$ cat config.mk
export PLATFORM = sky130hd
export DESIGN_NAME = rffl_flag_latches
export DESIGN_NICKNAME = d
export VERILOG_FILES = /design/src/verilog/rffl_pkg.sv /design/src/verilog/rffl_sync_if.sv /design/src/verilog/rffl_flag_latches.sv /design/src/verilog/rffl_sync.sv
export SDC_FILE = /design/constraint.sdc
export NUM_CORES = 1
export LEC_CHECK = 0
export BUFFER_PORTS_ARGS = -buffer_cell sky130_fd_sc_hd__buf_4
export CAP_MARGIN = 20
export CELL_PAD_IN_SITES_DETAIL_PLACEMENT = 0
export CELL_PAD_IN_SITES_GLOBAL_PLACEMENT = 1
export CORE_MARGIN = 3
export CORE_UTILIZATION = 30
export DETAILED_ROUTE_END_ITERATION = 8
export PLACE_DENSITY_LB_ADDON = 0.1
export SETUP_SLACK_MARGIN = 0.05
export SLEW_MARGIN = 20
export SYNTH_ARGS = -nofsm -noshare
export SYNTH_HDL_FRONTEND = slang
export SYNTH_SLANG_ARGS = --single-unit
$ cat constraint.sdc
create_clock -name i_clk -period 1.45 [get_ports i_clk]
set_input_delay 0.2175 -clock i_clk [delete_from_list [all_inputs] [get_ports i_clk]]
set_output_delay 0.2175 -clock i_clk [all_outputs]
set_load 0.01 [all_outputs]
$ cat src/verilog/rffl_pkg.sv
// constants for the regulator fault flag latches
package rffl_pkg;
   localparam int RFFL_ADDR_W = 8;
   localparam int RFFL_DATA_W = 8;
   localparam int RFFL_NUM_REG = 4;
   localparam int RFFL_NUM_BANK = 2;
   localparam int RFFL_FIELDS = 4;
   localparam logic [7:0] RFFL_OFFS_ONE_TWO = 8'h5C;
   localparam logic [7:0] RFFL_OFFS_THREE_FOUR = 8'h5D;
   localparam logic [7:0] RFFL_FLAGS_RESET = 8'h00;
   localparam logic [7:0] RFFL_READ_UNMAPPED = 8'h00;
   // field position inside a regulator's nibble
   localparam int RFFL_FLD_OV = 0;
   localparam int RFFL_FLD_UV = 1;
   localparam int RFFL_FLD_SC = 2;
   localparam int RFFL_FLD_ILIM = 3;
   // synchroniser depth for comparator pins
   localparam int RFFL_SYNC_DEPTH = 3;
endpackage : rffl_pkg

$ cat src/verilog/rffl_sync_if.sv
// carrier between the flag block and its comparator synchroniser
`timescale 1ns/1ps
interface rffl_sync_if #(
   parameter int W = 16
);
   logic [W-1:0] raw;
   logic [W-1:0] clean;
   modport src (output raw, input clean);
   modport sync (input raw, output clean);
endinterface : rffl_sync_if
$ cat src/verilog/rffl_flag_latches.sv
// latched fault flags for four step-down regulators
// Summary of operation
// RL1 - flags for regulators 1,2 at 0x5C, reset zero
// RL2 - flags for regulators 3,4 at 0x5D, reset zero
// RL3 - over-voltage event sets and holds flag
// RL4 - under-voltage event sets and holds flag
// RL5 - current-limit event sets and holds flag
// RL6 - output below threshold while running sets short-circuit
// RL7 - threshold not reached after ramp sets short-circuit
// RL8 - output above threshold before start sets short-circuit
// RL9 - flags hold until host writes one
// RL10 - summary bit high while its bank nonzero
// RL11 - write zero keeps flag; event beats clear
`timescale 1ns/1ps
module rffl_flag_latches (
   // clock and reset
   input wire logic i_clk,
   input wire logic i_reset,
   // serial register interface, decoded
   input wire logic i_reg_wr,
   input wire logic i_reg_rd,
   input wire logic [rffl_pkg::RFFL_ADDR_W-1:0] i_reg_addr,
   input wire logic [rffl_pkg::RFFL_DATA_W-1:0] i_reg_wdata,
   output logic [rffl_pkg::RFFL_DATA_W-1:0] o_reg_rdata,
   output logic o_reg_rvalid,
   // analog comparators, asynchronous
   input wire logic [rffl_pkg::RFFL_NUM_REG-1:0] i_overvoltage,
   input wire logic [rffl_pkg::RFFL_NUM_REG-1:0] i_undervoltage,
   input wire logic [rffl_pkg::RFFL_NUM_REG-1:0] i_current_limit,
   input wire logic [rffl_pkg::RFFL_NUM_REG-1:0] i_below_sc_threshold,
   // regulator sequencer, same clock
   input wire logic [rffl_pkg::RFFL_NUM_REG-1:0] i_reg_running,
   input wire logic [rffl_pkg::RFFL_NUM_REG-1:0] i_ramp_end,
   input wire logic [rffl_pkg::RFFL_NUM_REG-1:0] i_start_up,
   // bank summaries
   output logic o_regs_one_two_summary_flag,
   output logic o_regs_three_four_summary_flag
);
   import rffl_pkg::*;

   localparam int NPIN = 4 * RFFL_NUM_REG;

   rffl_sync_if #(.W(NPIN)) sif ();

   assign sif.raw = {i_below_sc_threshold, i_current_limit, i_undervoltage, i_overvoltage};

   rffl_sync #(.W(NPIN)) u_sync (
      .i_clk(i_clk),
      .i_reset(i_reset),
      .sif(sif)
   );

   logic [RFFL_NUM_REG-1:0] ov_s;
   logic [RFFL_NUM_REG-1:0] uv_s;
   logic [RFFL_NUM_REG-1:0] ilim_s;
   logic [RFFL_NUM_REG-1:0] below_s;
   assign {below_s, ilim_s, uv_s, ov_s} = sif.clean;

   logic [2*RFFL_DATA_W-1:0] evt;
   logic [RFFL_DATA_W-1:0] flags [RFFL_NUM_BANK];
   logic [RFFL_DATA_W-1:0] next_flags [RFFL_NUM_BANK];
   logic [RFFL_DATA_W-1:0] clr [RFFL_NUM_BANK];

   // comparator levels keep setting while active, so a clear during a fault does not stick
   genvar r;
   generate
      for (r = 0; r < RFFL_NUM_REG; r++) begin : g_evt
         assign evt[4*r+RFFL_FLD_OV] = ov_s[r]; // RL3
         assign evt[4*r+RFFL_FLD_UV] = uv_s[r]; // RL4
         assign evt[4*r+RFFL_FLD_ILIM] = ilim_s[r]; // RL5
         assign evt[4*r+RFFL_FLD_SC] = (i_reg_running[r] & below_s[r]) // RL6
            | (i_ramp_end[r] & below_s[r]) // RL7
            | (i_start_up[r] & ~below_s[r]); // RL8
      end
   endgenerate

   assign clr[0] = (i_reg_wr && i_reg_addr == RFFL_OFFS_ONE_TWO) ? i_reg_wdata : '0; // RL1
   assign clr[1] = (i_reg_wr && i_reg_addr == RFFL_OFFS_THREE_FOUR) ? i_reg_wdata : '0; // RL2

   always_comb begin
      for (int b = 0; b < RFFL_NUM_BANK; b++) begin
         // set wins over clear, zero bits of the write clear nothing
         next_flags[b] = (flags[b] & ~clr[b]) | evt[RFFL_DATA_W*b +: RFFL_DATA_W]; // RL9 RL11
      end
   end

   always_ff @(posedge i_clk) begin
      for (int b = 0; b < RFFL_NUM_BANK; b++) begin
         if (i_reset) begin
            flags[b] <= RFFL_FLAGS_RESET; // RL1 RL2
         end else begin
            flags[b] <= next_flags[b];
         end
      end
   end

   // summaries follow the next value so they never lag the flags by a cycle
   always_ff @(posedge i_clk) begin
      if (i_reset) begin
         o_regs_one_two_summary_flag <= 1'b0;
         o_regs_three_four_summary_flag <= 1'b0;
      end else begin
         o_regs_one_two_summary_flag <= |next_flags[0]; // RL10
         o_regs_three_four_summary_flag <= |next_flags[1]; // RL10
      end
   end

   // read returns the flags as they stood at the read edge
   always_ff @(posedge i_clk) begin
      if (i_reset) begin
         o_reg_rdata <= RFFL_READ_UNMAPPED;
         o_reg_rvalid <= 1'b0;
      end else begin
         o_reg_rvalid <= i_reg_rd;
         if (!i_reg_rd) begin
            o_reg_rdata <= RFFL_READ_UNMAPPED;
         end else if (i_reg_addr == RFFL_OFFS_ONE_TWO) begin
            o_reg_rdata <= flags[0]; // RL9
         end else if (i_reg_addr == RFFL_OFFS_THREE_FOUR) begin
            o_reg_rdata <= flags[1]; // RL9
         end else begin
            o_reg_rdata <= RFFL_READ_UNMAPPED;
         end
      end
   end

   logic [7:0] f12;
   logic [7:0] f34;
   assign f12 = flags[0];
   assign f34 = flags[1];

   bank_one_reset_a: assert property (@(posedge i_clk) i_reset |=> f12 == 8'h00) // RL1
      else $error("bank one not zero after reset");
   bank_two_reset_a: assert property (@(posedge i_clk) i_reset |=> f34 == 8'h00) // RL2
      else $error("bank two not zero after reset");
   ov_sets_a: assert property (@(posedge i_clk) disable iff (i_reset) // RL3
      ov_s[0] |=> f12[0] && o_regs_one_two_summary_flag)
      else $error("over-voltage did not set flag");
   uv_sets_a: assert property (@(posedge i_clk) disable iff (i_reset) // RL4
      uv_s[2] |=> f34[1])
      else $error("under-voltage did not set flag");
   ilim_sets_a: assert property (@(posedge i_clk) disable iff (i_reset) // RL5
      ilim_s[1] |=> f12[7])
      else $error("current limit did not set flag");
   sc_run_a: assert property (@(posedge i_clk) disable iff (i_reset) // RL6
      i_reg_running[0] && below_s[0] |=> f12[2])
      else $error("short while running not flagged");
   sc_ramp_a: assert property (@(posedge i_clk) disable iff (i_reset) // RL7
      i_ramp_end[2] && below_s[2] |=> f34[2])
      else $error("ramp timeout not flagged");
   sc_prestart_a: assert property (@(posedge i_clk) disable iff (i_reset) // RL8
      i_start_up[3] && !below_s[3] |=> f34[6])
      else $error("pre-start high output not flagged");
   w1c_clear_a: assert property (@(posedge i_clk) disable iff (i_reset) // RL9
      i_reg_wr && i_reg_addr == 8'h5C && i_reg_wdata[0] && !ov_s[0] |=> !f12[0])
      else $error("write one did not clear flag");
   flag_hold_a: assert property (@(posedge i_clk) disable iff (i_reset) // RL9
      f34[5] && !(i_reg_wr && i_reg_addr == 8'h5D && i_reg_wdata[5]) |=> f34[5])
      else $error("flag dropped without clear");
   summary_match_a: assert property (@(posedge i_clk) disable iff (i_reset) // RL10
      o_regs_three_four_summary_flag == (f34 != 8'h00))
      else $error("summary does not match bank");
   set_wins_a: assert property (@(posedge i_clk) disable iff (i_reset) // RL11
      ov_s[1] && i_reg_wr && i_reg_addr == 8'h5C && i_reg_wdata[4] |=> f12[4])
      else $error("clear beat a fault event");
   zero_write_a: assert property (@(posedge i_clk) disable iff (i_reset) // RL11
      i_reg_wr && i_reg_addr == 8'h5C && i_reg_wdata == 8'h00 |=> f12 == ($past(f12) | $past(evt[7:0])))
      else $error("zero write changed flags");

   summary_one_a: assert property (@(posedge i_clk) disable iff (i_reset) // RL10
      o_regs_one_two_summary_flag == (f12 != 8'h00))
      else $error("summary does not match bank one");
   w1c_two_a: assert property (@(posedge i_clk) disable iff (i_reset) // RL9
      i_reg_wr && i_reg_addr == RFFL_OFFS_THREE_FOUR && i_reg_wdata[7] && !ilim_s[3] |=> !f34[7])
      else $error("write one did not clear bank two flag");

   // read data is the flag value at the read edge, zero otherwise
   read_one_a: assert property (@(posedge i_clk) disable iff (i_reset) // RL9
      i_reg_rd && i_reg_addr == RFFL_OFFS_ONE_TWO
      |=> o_reg_rvalid && o_reg_rdata == $past(f12))
      else $error("bank one read wrong");
   read_two_a: assert property (@(posedge i_clk) disable iff (i_reset) // RL9
      i_reg_rd && i_reg_addr == RFFL_OFFS_THREE_FOUR
      |=> o_reg_rvalid && o_reg_rdata == $past(f34))
      else $error("bank two read wrong");
   read_idle_a: assert property (@(posedge i_clk) disable iff (i_reset) // RL9
      !i_reg_rd |=> !o_reg_rvalid && o_reg_rdata == RFFL_READ_UNMAPPED)
      else $error("read data not idle");
   stray_write_a: assert property (@(posedge i_clk) disable iff (i_reset) // RL1 RL2
      i_reg_wr && i_reg_addr != RFFL_OFFS_ONE_TWO && i_reg_addr != RFFL_OFFS_THREE_FOUR
      && evt == '0 |=> f12 == $past(f12) && f34 == $past(f34))
      else $error("unmapped write changed flags");

   // each regulator's four fields land in its own nibble of its own bank
   generate
      for (r = 0; r < RFFL_NUM_REG; r++) begin : g_chk
         ov_lands_a: assert property (@(posedge i_clk) disable iff (i_reset) // RL3
            ov_s[r] |=> flags[r/2][4*(r%2)+RFFL_FLD_OV])
            else $error("over-voltage flag not set");
         uv_lands_a: assert property (@(posedge i_clk) disable iff (i_reset) // RL4
            uv_s[r] |=> flags[r/2][4*(r%2)+RFFL_FLD_UV])
            else $error("under-voltage flag not set");
         ilim_lands_a: assert property (@(posedge i_clk) disable iff (i_reset) // RL5
            ilim_s[r] |=> flags[r/2][4*(r%2)+RFFL_FLD_ILIM])
            else $error("current limit flag not set");
         sc_lands_a: assert property (@(posedge i_clk) disable iff (i_reset) // RL6 RL7 RL8
            ((i_reg_running[r] || i_ramp_end[r]) && below_s[r])
            || (i_start_up[r] && !below_s[r]) |=> flags[r/2][4*(r%2)+RFFL_FLD_SC])
            else $error("short-circuit flag not set");
      end
   endgenerate

   set_then_clear_c: cover property (@(posedge i_clk) disable iff (i_reset)
      o_regs_one_two_summary_flag ##[1:20] !o_regs_one_two_summary_flag);
   read_flags_c: cover property (@(posedge i_clk) disable iff (i_reset)
      o_reg_rvalid && o_reg_rdata != 8'h00);
   collide_c: cover property (@(posedge i_clk) disable iff (i_reset)
      ov_s[1] && i_reg_wr && i_reg_addr == 8'h5C && i_reg_wdata[4]);
   prestart_c: cover property (@(posedge i_clk) disable iff (i_reset)
      i_start_up[3] && !below_s[3]);
   stray_read_c: cover property (@(posedge i_clk) disable iff (i_reset)
      i_reg_rd && i_reg_addr != RFFL_OFFS_ONE_TWO && i_reg_addr != RFFL_OFFS_THREE_FOUR);
endmodule : rffl_flag_latches

$ cat src/verilog/rffl_sync.sv
// three-stage synchroniser with agreement filter for comparator pins
`timescale 1ns/1ps
module rffl_sync #(
   parameter int W = 16
) (
   // clock and reset
   input wire logic i_clk,
   input wire logic i_reset,
   // raw in, filtered out
   rffl_sync_if.sync sif
);
   import rffl_pkg::*;

   logic [W-1:0] stage [RFFL_SYNC_DEPTH];
   logic [W-1:0] filt;

   always_ff @(posedge i_clk) begin
      if (i_reset) begin
         for (int s = 0; s < RFFL_SYNC_DEPTH; s++) begin
            stage[s] <= '0;
         end
      end else begin
         stage[0] <= sif.raw;
         for (int s = 1; s < RFFL_SYNC_DEPTH; s++) begin
            stage[s] <= stage[s-1];
         end
      end
   end

   // a bit only moves once stages two and three agree, so one-cycle glitches die here
   genvar b;
   generate
      for (b = 0; b < W; b++) begin : g_filt
         always_ff @(posedge i_clk) begin
            if (i_reset) begin
               filt[b] <= 1'b0;
            end else if (stage[1][b] == stage[2][b]) begin
               filt[b] <= stage[2][b];
            end
         end
      end
   endgenerate

   assign sif.clean = filt;
endmodule : rffl_sync

==> results.md, run 1 <==
- The count of vias placed by the detailed router is 2,244.
- The critical path start-end classification is in -> reg.
- The clock tree root driver cell is clkbuf_8.
- Setup slack closes at 0.170 ns.
- The commonest cells after synthesis are dfxtp_1 (91), nor2b_1 (50), a21oi_1 (26), nor2_1 (24), o21ai_0 (20).
- For this run the aggregate overflow at the end of global routing stands at 0.
- The slowest stage of the critical path is the a2111oi_1 cell.
- Summed over all cells, the static leakage comes to 1.55 nW.
- The launching element type of the critical path is a primary input.
- The clock latency of the later-clocked register in the worst-skew pair is 0.35 ns.
- For this run, the slowest stage of the critical path takes 0.40 ns.
- The data arrival time of the worst path is 1.50 ns.
- The vias per cell is 4.37.
- Across the run, the number of max-cap violations was 0.
- Subtracting the final worst setup slack from the clock period gives 1.28 ns.
- The number of endpoints with negative hold slack in the final report was 0.
- Hold is met by 0.0703 ns.
- Setup repair after global routing left no endpoint under its margin.
- 59 I/O pins were placed.
- The layout cell share with drive strength beyond 1 is 0.260.
- The post-synthesis average cell area is 9.95 sq um.
- The number of diodes added for antenna fixing is 0.
- The largest driver fanout on the critical path is 8.
- The signal on the critical path passes through buf_4, and4bb_1, buf_4, a41oi_1, a2111oi_1, a41oi_1.
- The half-perimeter wire length of the detailed placement result is 4410 um.
- The worst slack at placement is -0.230 ns.
- The post-detailed-route DRC marker count is 0.
- The total track usage is 0.117.
- After detailed routing, the total wire length is 6220 um.
- Of all flip-flops after synthesis, the portion carrying an async set or reset was 0.
- In this run, distinct cell masters in the synthesized netlist total 26.
- When the netlist entered floorplanning its net count stood at 355.
- From synthesis to final layout, the design area changed by 29.0%.
- Total power for the finished layout comes to 4.67 mW.
- Yosys attributes the largest share of cell area to dfxtp_1 (60%), nor2b_1 (10%), a21oi_1 (4.3%), o21ai_0 (3.3%), nor2_1 (2.9%).
- The CTS buffer count is 9.
- The critical path contains buffers and inverters numbering 2 combined.
- In this run the number of H-tree levels came out at 3.
- The flip-flop and latch count after synthesis is 91.
- The count of buffers added on input and output ports is 58.
- On the final layout, the worst clock skew is 0.0123 ns.
- At the end of routability-driven placement, the weighted congestion stood at 0.754.
- For this run, the post-layout net count is 424.
- The final-report setup violation count is 0.
- The die is 107 um wide.
- TritonCTS built the clock tree.
- Summing every instance area after synthesis gives 0.00305 sq mm.
- The cell row count is 36.
- The number of global-route vias before repair was 2,172.
- In the synthesized netlist the dominant register cell turns out to be dfxtp_1.
- The worst hold path class is in -> reg.
- The detailed router finished its first iteration with 61 violations.
- The compound-gate portion of the synthesized area came to 0.156.
- After synthesis, the largest family of logic cells by area is simple AND/OR/NAND/NOR gates.
- The proportion of synthesized chip area in sequential cells is 0.596.
- The floorplan step defined a die boundary enclosing 0.0114 sq mm.
- The die height is 107 um.
- After detailed routing, the average wire length per cell comes to 12.1 um.
- Of the post-synthesis cell area, the part taken by muxes is 0.
- The total core area is 0.00982 sq mm.
- The power density over cell area is 1180 mW/mm^2.
- The max-slew violation total from the final report came to 0.
- The largest delay contributor family on the critical path is compound AO/OA/AOI/OAI gates.
- The maximum frequency from static timing analysis is 781 MHz.
- The most used standard cell by instance count after synthesis is dfxtp_1.
- The simple-gate area share of the yosys netlist is 0.207.
- The share of Yosys cell area claimed by the top area cell type is 0.596.
- The synthesized design contains 0 enable-type register cells.
- For the final routed database, the setup TNS stands at 0 ns.
- The initial core utilization is 0.311.
- The number of nets still failing antenna checks after routing is 0.
- Of the total synthesized cell area, the portion taken by XOR and XNOR cells is 0.
- The type of destination of the critical path is a register.
- The Yosys step of the flow raised 0 warnings.
- The initial antenna violation count is 0.
- Clock-pin slew was measured on the worst setup and hold paths at 0.10 ns.
- The first global-routing pass estimated 10,500 um of wire.
- The maximum resistive drop on vdd is 0.000530 V.
- The data required time at the worst endpoint is 1.67 ns.
- In the finished design, the share of the clock period the worst path needs comes to 0.883.
- The deepest clock path buffer count is 2.
- The run finished with clean final reports.
- Counting every sink on the clock net gives 91.
- The headroom to the max-slew limit is 0.737.
- Of all cell types, the one taking the most synthesized area is dfxtp_1.
- The total iterations of the first detailed-routing run is 4.
- In the synthesized netlist, the number of instances is 307.
- The synthesized-area fraction occupied by adder cells is 0.
- Once the clock tree was built, the setup fixing pass inserted 0 buffers.
- At the pin with the least slew margin, the transition time is 0.394 ns.
- The pin count of the biggest net entering global routing is 64.
routing by layer:
metal,wire [um],track usage
met5,0,0
met4,91,0.0374
met3,338,0.0415
met1,3050,0.153
met2,2750,0.179
metrics by stage:
step | instance area, sq um | std cells | utilization
detailed placement | 3710 | 498 | 0.378
finish | 3940 | 514 | 0.401
global route | 3940 | 514 | 0.401
global placement | 3710 | 498 | 0.378
floorplan | 3050 | 307 | -
CTS | 3930 | 514 | 0.400
cell usage in the layout, fill, tap and decap left out, drive strengths merged:
| cell type | synthesis | layout |
|---|---|---|
| a31oi | 6 | 6 |
| and4bb | 2 | 2 |
| nor2b | 50 | 50 |
| clkbuf | 9 | 10 |
| nand2b | 5 | 5 |
| and2 | 2 | 2 |
| bufinv | 0 | 1 |
| a2111oi | 4 | 4 |
| o21ai | 20 | 20 |
| a22oi | 8 | 8 |
| and3b | 2 | 2 |
| clkinvlp | 0 | 1 |
| and4b | 1 | 1 |
| buf | 9 | 76 |
| inv | 7 | 10 |
| o2111ai | 2 | 2 |
| nand2 | 19 | 19 |
| a21oi | 26 | 26 |
| nor2 | 24 | 24 |
| nor4 | 2 | 2 |
| a41oi | 6 | 6 |
| nand4 | 8 | 8 |
| dfxtp | 91 | 91 |
| clkinv | 0 | 1 |
| o21ba | 4 | 4 |
worst paths after layout:
kind                  startpoint                        endpoint  slack (ns)  cells after the start
min reg2reg  u_sync.stage[0][14]             u_sync.stage[0][30]        0.44                      1
max                i_reg_addr[7]  o_regs_three_four_summary_flag        0.17                      6
max reg2reg  u_sync.sif.clean[4]     o_regs_one_two_summary_flag        0.18                      4
min             i_overvoltage[0]              u_sync.stage[0][0]        0.07                      2
flip-flops by register name (all words and copies together), names as in the netlist:
| signal | count |
|---|---|
| o_regs_one_two_summary_flag | 1 |
| o_reg_rvalid | 1 |
| o_regs_three_four_summary_flag | 1 |
| u_sync.sif.clean | 16 |
| u_sync.stage | 48 |
| o_reg_rdata | 8 |
| flags | 16 |
final cells by class:
cell class	instances	area, sq um
fillers	1033	5880
repair buffers	76	583
flip-flops and latches	91	1820
clock inverters	6	80.1
well taps	133	166
multi-input cells	191	1130
clock buffers	10	138
inverters	7	26.3
report_power, final:
group          internal (mW)  switching, mW
combinational          0.157          0.113
clock                  0.877          0.922
sequential              2.57         0.0304
total                   3.60           1.07
worst reg2reg max path, stage by stage (launching register included):
cell and delay [ns]:
dfxtp_1 0.35, and3b_1 0.22, a31oi_1 0.10, nor4_1 0.32, a41oi_1 0.15
logic make-up (layout without fill, tap and decap cells):
logic type             count (synthesis)  count (layout)
buffers and inverters                 25              99
DFF                                   91              91
and+or+nand+nor                      115             115
AOI/OAI and AO/OA                     76              76
timing repair:
item	in CTS	in global routing
endpoints found under the setup margin	0	2
hold endpoints to repair	0	0
gates resized for setup	0	3
hold buffers	0	0
(Power assumes the default switching activity.)
==> run 2, diff against run 1 <==
--- a/config.mk
+++ b/config.mk
@@ -13,7 +13,8 @@
 export CORE_UTILIZATION = 30
 export DETAILED_ROUTE_END_ITERATION = 8
 export PLACE_DENSITY_LB_ADDON = 0.1
-export SETUP_SLACK_MARGIN = 0.05
+export SETUP_SLACK_MARGIN = 0.5
+export SKIP_CTS_REPAIR_TIMING = 1
 export SLEW_MARGIN = 20
 export SYNTH_ARGS = -nofsm -noshare
 export SYNTH_HDL_FRONTEND = slang
==> run 2 against run 1 <==
  * Sequential share of layout area is 3.8 points lower
  * Clock skew is 0.0058 ns lower
  * Register-to-register slack hardly changed
  * Critical path depth is 2 higher
  * Power is 0.63% higher
  * Maximum frequency is 3.2% lower
  * Design area is 9.8% higher
  * Via count is 4.7% higher
  * Critical endpoint is now o_regs_one_two_summary_flag
  * Largest cell class unchanged
==> results.md, run 2 (same netlist as run 1, synthesis figures left out) <==
- The startpoint identified for the worst register-to-register timing path is u_sync.sif.clean[4].
- Counting every sink on the clock net gives 91.
- For this run the aggregate overflow at the end of global routing stands at 0.
- For the worst flop-to-flop path, the logic depth is 5.
- Among cell families on the critical path, the largest total delay comes from simple AND/OR/NAND/NOR gates.
- Walking the worst path, the cells encountered are buf_6, and4bb_2, buf_12, buf_4, a31oi_1, nor4_2, buf_4, a41oi_2.
- The die is 107 um tall.
- The maximum level of the CTS H-tree is 3.
- The first global-routing pass estimated 10,700 um of wire.
- The type of destination of the critical path is a register.
- VDD sags by at most 0.000493 V.
- The total stage count of the critical path is 8.
- The run finished with clean final reports.
- The worst slack on hold paths is 0.0679 ns.
- Power comes to 4.70 mW.
- The critical path start-end classification is in -> reg.
- Across the routed clock network, the largest skew measured is 0.00647 ns.
- The routed design has 6710 um of wire.
- The internal reg-to-reg setup slack is 0.19 ns.
- The worst hold path class is in -> reg.
- The core occupancy in the finished layout is 0.441.
- The maximum frequency from static timing analysis is 756 MHz.
- For the worst setup path, the data required time is 1.67 ns.
- The worst hold path begins at i_current_limit[0].
- In the final layout, the share of cells above drive strength 1 is 0.375.
- The final critical-path share of the clock period is 0.912.
- The number of input and output port buffers inserted is 58.
- The routed wire length per instance is 12.9 um.
- The half-perimeter wire length of the detailed placement result is 4440 um.
- For this run, design rule violations remaining after detail routing come to 0.
- The endpoint with the worst hold slack is u_sync.stage[0][8].
- The worst hold path passes through 2 cells.
- The flip-flop count of the largest register, all copies and words added is 48.
- The initial utilization of the core area, before any placement, comes to 0.311.
- TritonCTS created 9 clock buffers.
- The total track usage is 0.119.
- Clock-pin slew was measured on the worst setup and hold paths at 0.10 ns.
- In this run the core area contains 36 standard-cell rows.
- The max-slew violation total from the final report is 0.
- The die covers 0.0114 sq mm.
- The clock reaches the later pin of the worst-skew pair after 0.35 ns.
- The count of vias placed by the detailed router is 2,350.
- For the pin with the worst max-slew slack, the measured transition is 0.372 ns.
- Setup repair after global routing could not meet its margin everywhere.
- The leakage power total is 1.63 nW.
- TritonCTS built the clock tree.
- The capture point of the worst reg-to-reg path is o_regs_one_two_summary_flag.
- The deepest clock path buffer count is 2.
- The number of endpoints with negative hold slack in the final report is 0.
- In this run the count of I/O pins placed on the die edge is 59.
- The worst setup path is launched from a primary input.
- The worst pin sits at a relative slew slack of 0.749.
- In this run the worst path has a maximum fanout of 7.
- The most common library cell in the layout ignoring fill and taps is dfxtp_1.
- The top cell types in the final layout, fill and taps aside, are dfxtp_1 (80), buf_4 (60), nor2b_1 (49), nor2_1 (24), a21oi_1 (21).
- Adding up every negative setup slack in the final design gives 0 ns.
- The number of global-route vias before repair was 2,200.
- At the end of the flow, the number of nets in the layout was 430.
- The total iterations of the first detailed-routing run is 4.
- The final weighted congestion in routability-driven placement is 0.738.
- CTS placed an instance of clkbuf_8 at the clock tree root.
- For this design the ratio of total power to cell area is 1090 mW/mm^2.
- The buffers plus inverters on the worst setup path is 4.
- From left edge to right edge, the die measures 107 um.
- The number of diodes added for antenna fixing is 0.
- u_sync.stage holds more flip-flops than any other register.
- Entering global routing, the biggest net connects 55 pins.
- The slowest stage of the critical path belongs to the cell and4bb_2.
- The final-report setup violation count is 0.
- The vias per cell is 4.52.
- The total core area is 0.00982 sq mm.
- The count of nets left with antenna violations once routing finished came out at 0.
- From synthesis to final layout, the design area changed by 41.7%.
- The count of maximum capacitance violations is 0.
- In this design, the stage delay of the slowest critical-path cell is 0.36 ns.
- After the first detailed-routing iteration, the DRC count stood at 80.
- The post-route minimum period is 1.32 ns.
- The initial antenna violation count came to 0.
- Counting stages on the worst path, the most repeated cell is buf_4.
- The data arrival time of the worst path is 1.54 ns.
[run 2: final cells by class]
cell class	instances	area (sq um)
fill	980	5490
sequential	91	1840
multi-input combinational	191	1360
timing repair buffer	82	733
tap	133	166
clock buffer	9	124
clock inverter	7	82.6
inverter	7	26.3
[run 2: through the flow]
stage | setup slack (ns) | instance area (sq um) | instances
6_report | 0.127 | 4330 | 520
5_1_grt | 0.112 | 4330 | 520
4_1_cts | -0.0447 | 3980 | 512
3_5_place_dp | -0.338 | 3770 | 496
3_3_place_gp | -0.331 | 3770 | 496
2_1_floorplan | 0.0921 | 3130 | 307
[run 2: worst max-delay path by stage]
stage	from	endpoint	slack [ns]
final	i_reg_addr[5]	o_regs_one_two_summary_flag	0.13
after global placement	i_reg_addr[7]	o_regs_three_four_summary_flag	-0.33
after CTS	u_sync.sif.clean[6]	o_regs_three_four_summary_flag	-0.04
after floorplan	i_reg_addr[7]	o_regs_three_four_summary_flag	0.09
after detailed placement	i_reg_addr[7]	o_regs_three_four_summary_flag	-0.34
after global routing	i_reg_addr[5]	o_regs_three_four_summary_flag	0.11
[run 2: metal layers]
layer / global-route usage / part of all wire
met5: 0 / 0
met4: 0.0484 / 0.015
met3: 0.0355 / 0.043
met2: 0.165 / 0.43
met1: 0.171 / 0.51
[run 2: worst reg2reg max path: cells and delay by family (launching register included)]
kind / cells / cell delay (ns)
buffers and inverters: 1 / 0.16
and+or+nand+nor: 2 / 0.45
DFF: 1 / 0.34
AOI/OAI and AO/OA: 2 / 0.20
[run 2: where the power goes]
| part | switching, mW | leakage, nW | total, mW | internal (mW) |
|---|---|---|---|---|
| registers | 0.0349 | 0.749 | 2.60 | 2.57 |
| clock network | 0.946 | 0.0988 | 1.77 | 0.827 |
| logic | 0.137 | 0.780 | 0.320 | 0.184 |
| total | 1.12 | 1.63 | 4.70 | 3.58 |
